===== src/design/clock_divider_map.vh =====
// Register map, field layout and constants of the clock divider and doze control
// Functional notes
// - With recover-on-interrupt set, an interrupt clears doze enable and restores ratio 1:1.
// - With recover-on-interrupt clear, interrupts leave doze enable and ratio untouched.
// - Three-bit doze ratio selects power-of-two ratio, 000 is 1:1, 111 is 1:128.
// - RC postscaler divides the 8 MHz RC clock by 1..64, and code 111 by 256.
// - System postscaler divides PLL branch: 01 by 2, 10 by 4, 11 by 8.
// - PLL enable keeps the PLL running; otherwise it runs only in oscillator modes 011 or 001.
`ifndef CLOCK_DIVIDER_MAP_VH
`define CLOCK_DIVIDER_MAP_VH
`define CDC_ADDR_W 4
`define CDC_ADDR_CTRL 4'h0
`define CDC_ADDR_STAT 4'h1
`define CDC_BIT_ROI 15
`define CDC_DOZE_HI 14
`define CDC_DOZE_LO 12
`define CDC_BIT_RATIO_APPLY_ENABLE 11
`define CDC_RC_HI 10
`define CDC_RC_LO 8
`define CDC_CP_HI 7
`define CDC_CP_LO 6
`define CDC_BIT_USB_PLL_ALWAYS_ON 5
`define CDC_WMASK 16'hFFE0
`define CDC_RESET_VAL 16'h3100
`define CDC_RC_MAX 3'h7
`define CDC_RC_DIV256_SHIFT 4'h8
`define CDC_PLL_MODE_A 3'h3
`define CDC_PLL_MODE_B 3'h1
`define CDC_CP_DIV2 2'h1
`define CDC_CNT_W 8
`endif


===== src/design/pow2_clock_gate.v =====
// Glitch-free power-of-two clock enable generator
`timescale 1ns/1ns
module pow2_clock_gate #(
	parameter CNT_W = 8
) (
	input wire sys_clk,
	input wire rst,
	input wire [3:0] shiftSel,
	output reg tickOut_r
);
	reg [CNT_W-1:0] cnt_r;
	reg [3:0] activeShift_r;
	wire [CNT_W-1:0] limit;
	wire wrap;
	assign limit = (({{(CNT_W-1){1'b0}}, 1'b1}) << activeShift_r) - {{(CNT_W-1){1'b0}}, 1'b1};
	assign wrap = (cnt_r == limit);
	always @(posedge sys_clk or posedge rst) begin
		if (rst) begin
			cnt_r <= {CNT_W{1'b0}};
			activeShift_r <= 4'h0;
			tickOut_r <= 1'b0;
		end else begin
			tickOut_r <= wrap;
			if (wrap) begin
				// New ratio only adopted at a period boundary
				cnt_r <= {CNT_W{1'b0}};
				activeShift_r <= shiftSel;
			end else begin
				cnt_r <= cnt_r + {{(CNT_W-1){1'b0}}, 1'b1};
			end
		end
	end
endmodule


===== src/design/clock_divider_doze_control.v =====
// Clock divider and doze control register block
//
// Local design decisions: the placing of the registers and the strobed register port.
`timescale 1ns/1ns
`include "clock_divider_map.vh"
module clock_divider_doze_control #(
	parameter CNT_W = `CDC_CNT_W
) (
	input wire sys_clk,
	input wire rst,
	input wire [`CDC_ADDR_W-1:0] regAddr,
	input wire [15:0] regWrData,
	input wire regWrStb,
	input wire regRdStb,
	output reg [15:0] regRdData_r,
	input wire intrEvent,
	input wire [2:0] oscModeSel,
	output reg rcClkEn_r,
	output reg sysClkEn_r,
	output reg periphClkEn_r,
	output reg pllRun_r,
	output reg [15:0] ctrlOut_r
);
	////////////////////////////////////////////////////////////
	reg [15:0] ctrl_r;
	reg [15:0] ctrl_nxt;
	reg intrSync1_r;
	reg intrSync2_r;
	reg [2:0] oscSync1_r;
	reg [2:0] oscSync2_r;
	wire rcTick;
	wire sysTick;
	wire periphTick;
	wire [2:0] dozeSel;
	wire [2:0] rcSel;
	wire [1:0] cpSel;
	wire [3:0] rcShift;
	wire [3:0] cpShift;
	wire [3:0] dozeShift;
	assign dozeSel = ctrl_r[`CDC_DOZE_HI:`CDC_DOZE_LO];
	assign rcSel = ctrl_r[`CDC_RC_HI:`CDC_RC_LO];
	assign cpSel = ctrl_r[`CDC_CP_HI:`CDC_CP_LO];
	assign rcShift = (rcSel == `CDC_RC_MAX) ? `CDC_RC_DIV256_SHIFT : {1'b0, rcSel};
	assign cpShift = {2'b00, cpSel};
	assign dozeShift = ctrl_r[`CDC_BIT_RATIO_APPLY_ENABLE] ? {1'b0, dozeSel} : 4'h0;
	////////////////////////////////////////////////////////////
	// Interrupt and oscillator mode inputs come from other domains
	always @(posedge sys_clk or posedge rst) begin
		if (rst) begin
			intrSync1_r <= 1'b0;
			intrSync2_r <= 1'b0;
			oscSync1_r <= 3'h0;
			oscSync2_r <= 3'h0;
		end else begin
			intrSync1_r <= intrEvent;
			intrSync2_r <= intrSync1_r;
			oscSync1_r <= oscModeSel;
			oscSync2_r <= oscSync1_r;
		end
	end
	////////////////////////////////////////////////////////////
	always @* begin
		ctrl_nxt = ctrl_r;
		if (regWrStb && regAddr == `CDC_ADDR_CTRL)
			ctrl_nxt = regWrData & `CDC_WMASK;
		// Hardware recovery wins over a simultaneous software write
		if (intrSync2_r && ctrl_r[`CDC_BIT_ROI]) begin
			ctrl_nxt[`CDC_BIT_RATIO_APPLY_ENABLE] = 1'b0;
		end
	end
	always @(posedge sys_clk or posedge rst) begin
		if (rst) begin
			ctrl_r <= `CDC_RESET_VAL;
			regRdData_r <= 16'h0000;
			ctrlOut_r <= `CDC_RESET_VAL;
			pllRun_r <= 1'b0;
			rcClkEn_r <= 1'b0;
			sysClkEn_r <= 1'b0;
			periphClkEn_r <= 1'b0;
		end else begin
			ctrl_r <= ctrl_nxt;
			ctrlOut_r <= ctrl_r;
			pllRun_r <= ctrl_r[`CDC_BIT_USB_PLL_ALWAYS_ON] || oscSync2_r == `CDC_PLL_MODE_A ||
				oscSync2_r == `CDC_PLL_MODE_B;
			rcClkEn_r <= rcTick;
			sysClkEn_r <= sysTick;
			periphClkEn_r <= periphTick;
			if (regRdStb) begin
				case (regAddr)
				`CDC_ADDR_CTRL: regRdData_r <= ctrl_r;
				`CDC_ADDR_STAT: regRdData_r <= {12'h000, pllRun_r, periphClkEn_r, sysClkEn_r, rcClkEn_r};
				default: regRdData_r <= 16'h0000;
				endcase
			end else begin
				regRdData_r <= 16'h0000;
			end
		end
	end
	////////////////////////////////////////////////////////////
	// One divider per clock enable, each switching only at its boundary
	pow2_clock_gate #(.CNT_W(CNT_W)) uRcDiv (
		.sys_clk(sys_clk),
		.rst(rst),
		.shiftSel(rcShift),
		.tickOut_r(rcTick)
	);
	pow2_clock_gate #(.CNT_W(CNT_W)) uSysDiv (
		.sys_clk(sys_clk),
		.rst(rst),
		.shiftSel(cpShift),
		.tickOut_r(sysTick)
	);
	pow2_clock_gate #(.CNT_W(CNT_W)) uDozeDiv (
		.sys_clk(sys_clk),
		.rst(rst),
		.shiftSel(dozeShift),
		.tickOut_r(periphTick)
	);
endmodule


===== config.mk =====
export PLATFORM = sky130hd
export DESIGN_NAME = clock_divider_doze_control
export DESIGN_NICKNAME = d
export VERILOG_FILES = /design/src/design/pow2_clock_gate.v /design/src/design/clock_divider_doze_control.v
export VERILOG_INCLUDE_DIRS = /design/src /design/src/design
export SDC_FILE = /design/constraint.sdc
export NUM_CORES = 1
export LEC_CHECK = 0
export BUFFER_PORTS_ARGS = -buffer_cell sky130_fd_sc_hd__clkbuf_2
export CORE_ASPECT_RATIO = 1.25
export CORE_MARGIN = 1.5
export CORE_UTILIZATION = 47
export DETAILED_ROUTE_END_ITERATION = 12
export PLACE_DENSITY = 0.79
export SYNTH_ARGS = -nofsm -noshare
export SYNTH_HDL_FRONTEND = slang
export SYNTH_HIERARCHICAL = 1
export SYNTH_SLANG_ARGS = --single-unit
export TNS_END_PERCENT = 30

===== constraint.sdc =====
create_clock -name sys_clk -period 3.8 [get_ports sys_clk]
set_clock_uncertainty 0.1 [all_clocks]
set_input_delay 0.38 -clock sys_clk [delete_from_list [all_inputs] [get_ports sys_clk]]
set_output_delay 0.38 -clock sys_clk [all_outputs]
set_load 0.1 [all_outputs]

=== Yosys cells after proc, flatten, opt, wreduce, memory -nomap -nowiden ===
Cells that the tools add are included.

* Shift operators: 3
* $add $sub $neg: 6
* Bitwise gates (word level): 0
* Eq/ne operators: 7
* Muxes and demuxes: 9
* $lt $le $gt $ge: 0
* Reductions and logical operators: 6
* Multipliers: 0
* Divide/modulo/power cells: 0

{| class="wikitable"
|+ Operators with widths
! kind !! number
|-
| 16-bit case mux with 2 select lines || 1
|-
| 8-bit by 1-bit adder with 8-bit output, second input constant || 3
|-
| 8-bit == test || 3
|-
| 8-bit 2-to-1 mux || 3
|-
| 8-bit by 1-bit subtractor with 8-bit output, second input constant || 3
|-
| 16-bit 2-to-1 mux || 1
|-
| 1-bit by 4-bit << shifter with 8-bit output, first input constant || 2
|-
| 12-bit 2-to-1 mux || 1
|-
| 1-bit by 2-bit << shifter with 8-bit output, first input constant || 1
|-
| 4-bit by 1-bit == test with 1-bit output, second input constant || 1
|-
| 4-bit zero test || 1
|-
| 4-bit 2-to-1 mux || 1
|-
| 3-bit by 1-bit == test with 1-bit output, second input constant || 1
|-
| 3-bit by 2-bit == test with 1-bit output, second input constant || 1
|-
| 3-bit == test, second input constant || 1
|-
| 3-bit 2-to-1 mux || 1
|-
| 1-bit logical AND || 2
|-
| 1-bit logical OR || 2
|-
| 2-bit nonzero test || 1
|-
| 1-bit 2-to-1 mux || 1
|}

* RAM bits: 0
* Memories: 0
* Bits in latches: 0
* Bits in read-only memories: 0
* Output and inout port bits: 36
* Bits in registers: 87
* Input bits: 28

=== Depth between registers and ports, before layout ===
Gate-level depths: netlist of run 1.

* Word-level depth: 4
* Gate-level depth with buffers: 10
* Mapped depth without buffers: 8

=== Cells and area by module ===
Netlist of run 1, hierarchy kept.

{| class="wikitable"
|+ By module, submodules not included
! module !! cells each !! area each (µm²) !! times used
|-
| pow2_clock_gate || 74 || 768.2 || 3
|-
| clock_divider_doze_control || 100 || 1,609.0 || 1
|}

=== Least setup slack after synthesis of run 1 ===
OpenSTA, ideal clock, no wires.

* Path kind: register -> register
* Start point: register uDozeDiv.activeShift_r[0]
* End point: register uDozeDiv.activeShift_r[0]
* Path slack: 0.995 ns
* Path buffers: 1
* Data arrival time: 2.580 ns
* Setup time: 0.125 ns
* Clock period less this slack: 2.805 ns
* Cell stages (with the launch flop): 9
* Cells stage by stage: dfrtp_1 or4_4 ha_1 or3_1 a21oi_1 o21ai_0 a211oi_4 buf_6 mux2_4

* Cells in the longest elaborated chain, start to end: 3

{| class="wikitable"
|+ RTL lines
! what !! RTL line !! RTL
|-
| start, declared || pow2_clock_gate.v:12 || <nowiki>reg [3:0] activeShift_r;</nowiki>
|-
| start signal, assigned || pow2_clock_gate.v:27 || <nowiki>activeShift_r <= shiftSel;</nowiki>
|-
| 1-bit by 4-bit << shifter with 8-bit output || pow2_clock_gate.v:15 || <nowiki>assign limit = (({{(CNT_W-1){1'b0}}, 1'b1}) << activeShift_r) - {{(CNT_W-1){1'b0}}, 1'b1};</nowiki>
|-
| 8-bit by 1-bit subtractor with 8-bit output || pow2_clock_gate.v:15 ||
|-
| 8-bit == test || pow2_clock_gate.v:16 || <nowiki>assign wrap = (cnt_r == limit);</nowiki>
|}

No other way between the ends.
A chain may end at the register's enable or synchronous reset.

==> impl_metrics.toml, run 1 <==
[run_status]
status = "finished clean"

[grt]
grt_usage_pct = 16.3
antenna_found_initial = 0
grt_pass1_vias = 2419
grt_pass1_wl_um = 11200
grt_start_max_net_pins = 48
grt_overflow = 0

[layout]
fillers = 683
layout-drive-gt1-share_pct = 30.0
layout.nets = 412
syn2layout_area_growth_pct = 13.0
post-route-util_pct = 54.3
antenna_cells = 0
finish.instance_area_sq_um = 4420

[floorplanning]
rows = 37
io_pins = 64
die_w_um = 84.6
die_h_um = 105
dieArea_sq_um = 8890
core_sq_um = 8150
start_util_pct = 48.0

[clock_tree]
cts_max_level = 3
cts-root-buf = "clkbuf_8"
cts.path.max_buffers = 2
clk_latency_ns = 0.37
cts_setup_buffers = 0
clk_pin_slew_worst_paths_ns = 0.09
cts_tree = "done"
numCtsBuffers = 9
cts.sink_count = 86

[sta]
tightest_slew_ns = 0.890
hold_violations = 0
layout_min_cycle_time_ns = 3.22
slew_headroom_pct = 40.5
fin_ws_ns = 0.577
tns_ns = 0
setup_violations = 0
rsz0062_at_grt = "false"
final.period_utilization_pct = 84.8
max_freq_ghz = 0.310
drv_slew = 0

[worst_setup_path]
required_ns = 3.96
cpMaxStageDelayCell = "or4_4"
reg2reg_depth = 7
crit_chain = "or4_4, ha_1, or3_1, a21oi_1, o21ai_0, a211oi_4, mux2_2"
endpoint = "uSysDiv/activeShift_r[2]"
critical_path_peak_fanout = 12
worstReg2RegStart = "uSysDiv/activeShift_r[0]"
worstSetupPathType = "flop to flop"
startpoint = "uSysDiv/activeShift_r[0]"
reg2reg_to = "uSysDiv/activeShift_r[2]"
reg2reg_slack_ns = 0.58
cp-end-kind = "flop"
max_stage_delay_ns = 0.60
cp-start-kind = "flop"
cp.arrival_ns = 3.38

[synth]
synth_edf_count = 0
synthTopCellsByCount = "80 x dfrtp_1, 28 x nor2_1, 21 x xor2_1"
synth_async_sr_flop_share_pct = 100
synth_most_common_cell = "dfrtp_1"
ys.flop_type = "dfrtp_1"
netlist_area_sq_um = 3910
ys_seq_elements = 86
yosys-top-cells-area = "dfrtp_1 51%, mux2_4 5.8%, xor2_1 4.7%"
synth.top_cell.area_share_pct = 51.2
yosys_warnings = 6
ys_types = 40
synth.yosys.seq_area_share_pct = 55.2
yosysTopAreaCell = "dfrtp_1"
synth_cells = 322
synth.avg_cell_area_sq_um = 12.2

[drt]
drt_iter0_drc = 68
drc = 0
wl_per_cell_um = 13.7
route.antenna.remaining_nets = 0
vias_per_cell = 5.11
routed_wl_um = 6560
vias = 2454
drt-pass1-iter-count = 4

[pwr]
p_leak_uw = 0.00213
ir_drop_mv = 0.595
powerDensity_nw_per_um2 = 775

[place]
gp_congestion = 0.767
place_hpwl_um = 4660
dp_slack_ns = 0.558
place_area_sq_um = 4180
io_buffers = 51

[min_path]
min_path_type = "input pin to flop"

[flow_run]
drv_cap = 0
cells in the final DEF, fill, tap and decap left out, types with 4 or more instances in the layout:
master	Yosys	final
or3_1	6	6
mux2_2	7	7
dfstp_2	6	6
ha_1	6	6
a21oi_1	9	9
mux2_4	15	15
inv_1	5	4
nand2_1	18	18
dfrtp_1	80	80
and2_1	18	18
clkbuf_8	0	9
o21ai_0	9	9
conb_1	1	9
xor2_1	21	21
nor3_1	6	6
nand3_1	15	15
clkbuf_2	1	51
and3_1	4	4
xnor2_1	9	9
nor2b_1	5	5
nor2_1	28	28
layer usage:
metal / vias to the layer above / track usage [%] / wire length (um)
li1: 1193 / - / -
met2: 58 / 26.1 / 3240
met3: 13 / 3.87 / 307
met1: 1190 / 20.3 / 2870
met4: 0 / 8.53 / 143
met5: - / 0 / 0
through the flow:
stage / total power [uW] / hold slack, ns / std cells
after floorplan: 2580 / 0.157 / 330
after global placement: 2700 / 0.231 / 461
after detailed placement: 2770 / 0.236 / 461
after CTS: 3460 / 0.00448 / 478
after global routing: 3660 / 0.000219 / 480
final: 3430 / 0.0187 / 480
registers in the layout, indices dropped and copies added (netlist names), 2 cells and up:
| signal | flops |
|---|---|
| oscSync2_r | 2 |
| oscSync1_r | 2 |
| uDozeDiv/cnt_r | 8 |
| ctrlOut_r | 11 |
| uDozeDiv/activeShift_r | 4 |
| regRdData_r | 15 |
| uRcDiv/activeShift_r | 4 |
| ctrl_r | 11 |
| uSysDiv/activeShift_r | 4 |
| uSysDiv/cnt_r | 8 |
| uRcDiv/cnt_r | 8 |
critical path: cells and delay by family, from the launching register on:
family | cells | cell delay, ns
flip-flops | 1 | 0.48
AND/OR/NAND/NOR | 2 | 0.92
AO/OA/AOI/OAI | 3 | 0.94
multiplexers | 1 | 0.41
adder cells (fa/ha/maj) | 1 | 0.27
cells by family (layout without fill, tap and decap cells):
family          after synthesis  count (layout)  synth area share (%)
xor+xnor                     33              33                  7.96
mux                          23              23                  8.02
compound gates               32              32                  5.95
flops                        86              86                  55.2
fa+ha+maj                     6               6                  1.92
other cells                   1               9                0.0958
simple gates                119             119                  16.8
buf+inv                      22              75                  4.06
where the power goes:
group | total (uW) | switching (uW) | leakage (uW) | internal, uW
Clock | 673 | 354 | 0.000108 | 319
Sequential | 1470 | 317 | 0.00109 | 1150
Combinational | 1290 | 762 | 0.000928 | 526
Total | 3430 | 1430 | 0.00213 | 1990
how the worst min path moves through the flow:
stage	start	to	slack [ns]	depth (start not counted)
final	oscModeSel[2]	oscSync1_r[2]	0.02	1
after global placement	oscSync1_r[0]	oscSync2_r[0]	0.23	0
after detailed placement	oscSync1_r[0]	oscSync2_r[0]	0.24	0
after floorplan	rst	uDozeDiv/activeShift_r[0]	0.16	1
after global routing	oscModeSel[2]	oscSync1_r[2]	0.0002	1
after CTS	intrEvent	intrSync1_r	0.004	1
cell type report:
class / count / area, sq um / share of cell area (%)
Clock buffer: 9 / 124 / 2.80
Clock inverter: 7 / 87.6 / 1.98
Inverter: 5 / 18.8 / 0.424
Multi-Input combinational cell: 222 / 1630 / 36.8
Sequential cell: 86 / 2160 / 48.8
Tap cell: 97 / 121 / 2.74
Timing Repair Buffer: 54 / 285 / 6.45
repair_timing:
action / in CTS / in global routing
resized for setup: 0 / 0
endpoints found under the hold margin: 35 / 2
hold buffers: 1 / 2
No activity file was read; power rests on OpenSTA's default activity.
==> run 2, diff against run 1 <==
==> constraint.sdc (replaced) <==
create_clock -name sys_clk -period 3.01 [get_ports sys_clk]
set_clock_uncertainty 0.1 [all_clocks]
set_input_delay 0.301 -clock sys_clk [delete_from_list [all_inputs] [get_ports sys_clk]]
set_output_delay 0.301 -clock sys_clk [all_outputs]
set_load 0.1 [all_outputs]
==> impl_metrics.toml, run 2 (synthesis gave the netlist of run 1 again) <==
[worst_setup_path]
cpMaxStageDelayCell = "or4_4"
cp-end-kind = "flop"
reg2reg_slack_ns = 0.14
reg2reg_depth = 7
worstReg2RegStart = "uRcDiv/activeShift_r[0]"
max_stage_delay_ns = 0.58
required_ns = 3.15
critical_path_peak_fanout = 5
reg2reg_to = "uRcDiv/activeShift_r[3]"
worstSetupPathType = "flop to flop"
crit_family = "simple AND/OR/NAND/NOR gates"
startpoint = "uRcDiv/activeShift_r[0]"
worst-path-buf-inv = 0
cp-start-kind = "flop"
crit_chain = "or4_4, ha_1, or3_1, a21oi_1, o21ai_2, a211oi_4, mux2_2"
cp.arrival_ns = 3.01

[flow_run]
drv_cap = 0

[layout]
finish.instance_area_sq_um = 4510
regMostFlops = "regRdData_r"
final_common_cell = "dfrtp_1"
top_regs = "regRdData_r x15, ctrlOut_r x11, ctrl_r x11"
antenna_cells = 0
fillers = 701
fin_cells = 496
syn2layout_area_growth_pct = 15.2
layout.nets = 428
final_cell_mix = "80 x dfrtp_1, 51 x clkbuf_2, 28 x nor2_1, 21 x xor2_1"
multi_input_area_sq_um = 1630
largest_register_ffs = 15
layout-drive-gt1-share_pct = 32.6
seqCellArea_sq_um = 2160

[min_path]
holdCritStartpoint = "regWrData[5]"
hold_end = "ctrl_r[5]"
hold_depth = 2
min_path_type = "input pin to flop"

[drt]
wl_per_cell_um = 14.0
drc = 0
drt_iter0_drc = 81
route.antenna.remaining_nets = 0
vias_per_cell = 5.15
drt-pass1-iter-count = 4
routed_wl_um = 6940
vias = 2556

[clock_tree]
cts_tree = "done"
cts-root-buf = "clkbuf_8"
clk_latency_ns = 0.35
numCtsBuffers = 9
cts.sink_count = 86
cts_max_level = 3
cts_setup_buffers = 0
clk_pin_slew_worst_paths_ns = 0.09
cts.path.max_buffers = 2

[grt]
grt_overflow = 0
grt_pass1_vias = 2605
grt_start_max_net_pins = 48
grt_pass1_wl_um = 12000
antenna_found_initial = 0
grt_usage_pct = 17.1

[sta]
tns_ns = 0
tightest_slew_ns = 0.904
setup_violations = 0
slew_headroom_pct = 39.7
max_freq_ghz = 0.348
final.period_utilization_pct = 95.5
layout_min_cycle_time_ns = 2.87
drv_slew = 0
hold_violations = 0
rsz0062_at_grt = "false"

[place]
place_area_sq_um = 4290
io_buffers = 51
place_hpwl_um = 4970
gp_congestion = 0.809
dp_cells = 476

[floorplanning]
rows = 37
die_h_um = 105
start_util_pct = 48.0
dieArea_sq_um = 8890
core_sq_um = 8150
io_pins = 64
die_w_um = 84.6

[run_status]
status = "finished clean"

[pwr]
ir_drop_mv = 0.491
p_leak_uw = 0.00219
powerDensity_nw_per_um2 = 957
## run 2: cell types whose count changed in the layout (fill, tap and decap cells not counted)
cell,change
dlygate4sd3_1,+1
clkinv_2,+1
inv_8,-2
clkbuf_1,+1
o21ai_0,-3
o21ai_1,+2
o21ai_2,+1
buf_4,+15
inv_6,-1
bufinv_16,-1
clkinvlp_4,+2
## run 2: metrics by stage
step           setup slack [ns]  total power [uW]  util [%]  hold slack [ns]
6_report                  0.136              4310      55.4           0.0682
5_1_grt                  0.0169              4610      55.4           0.0516
4_1_cts                  0.0925              4340      55.3           0.0542
3_5_place_dp              0.105              3600      52.7            0.236
3_3_place_gp              0.197              3520      52.7            0.231
2_1_floorplan             0.205              3260         -           0.0780
## run 2: metal layers
layer	routed length [um]	share of wire, %	GRT usage, %
met1	2930	42	20.1
met2	3580	52	29.3
met3	274	3.9	4.11
met4	154	2.2	7.60
met5	0	0	0
## run 2: area by class of cell
cell class,instances,share of cell area [%]
sequential,86,47.9
multi-input combinational,222,36.1
timing repair buffer,70,9.04
clock buffer,10,2.83
tap,97,2.69
clock inverter,6,1.03
inverter,5,0.416
## run 2: worst max path at each step
stage	endpoint	slack (ns)	cells after the start
final	uRcDiv/activeShift_r[3]	0.14	7
after global routing	uRcDiv/activeShift_r[2]	0.02	7
after CTS	uSysDiv/activeShift_r[2]	0.09	7
after detailed placement	uSysDiv/activeShift_r[2]	0.10	7
after global placement	uSysDiv/activeShift_r[3]	0.20	7
after floorplan	uDozeDiv/activeShift_r[0]	0.21	8
## run 2: timing repair
| item | CTS | global route |
|---|---|---|
| hold endpoints to repair | 42 | 0 |
| hold buffers | 4 | 0 |
| gates resized for setup | 0 | 4 |
| setup endpoints to repair | 0 | 6 |
## run 2: where the power goes
group | switching (uW) | internal, uW | leakage, uW
logic | 1120 | 749 | 0.00101
registers | 283 | 1450 | 0.00109
clock network | 410 | 304 | 0.0000829
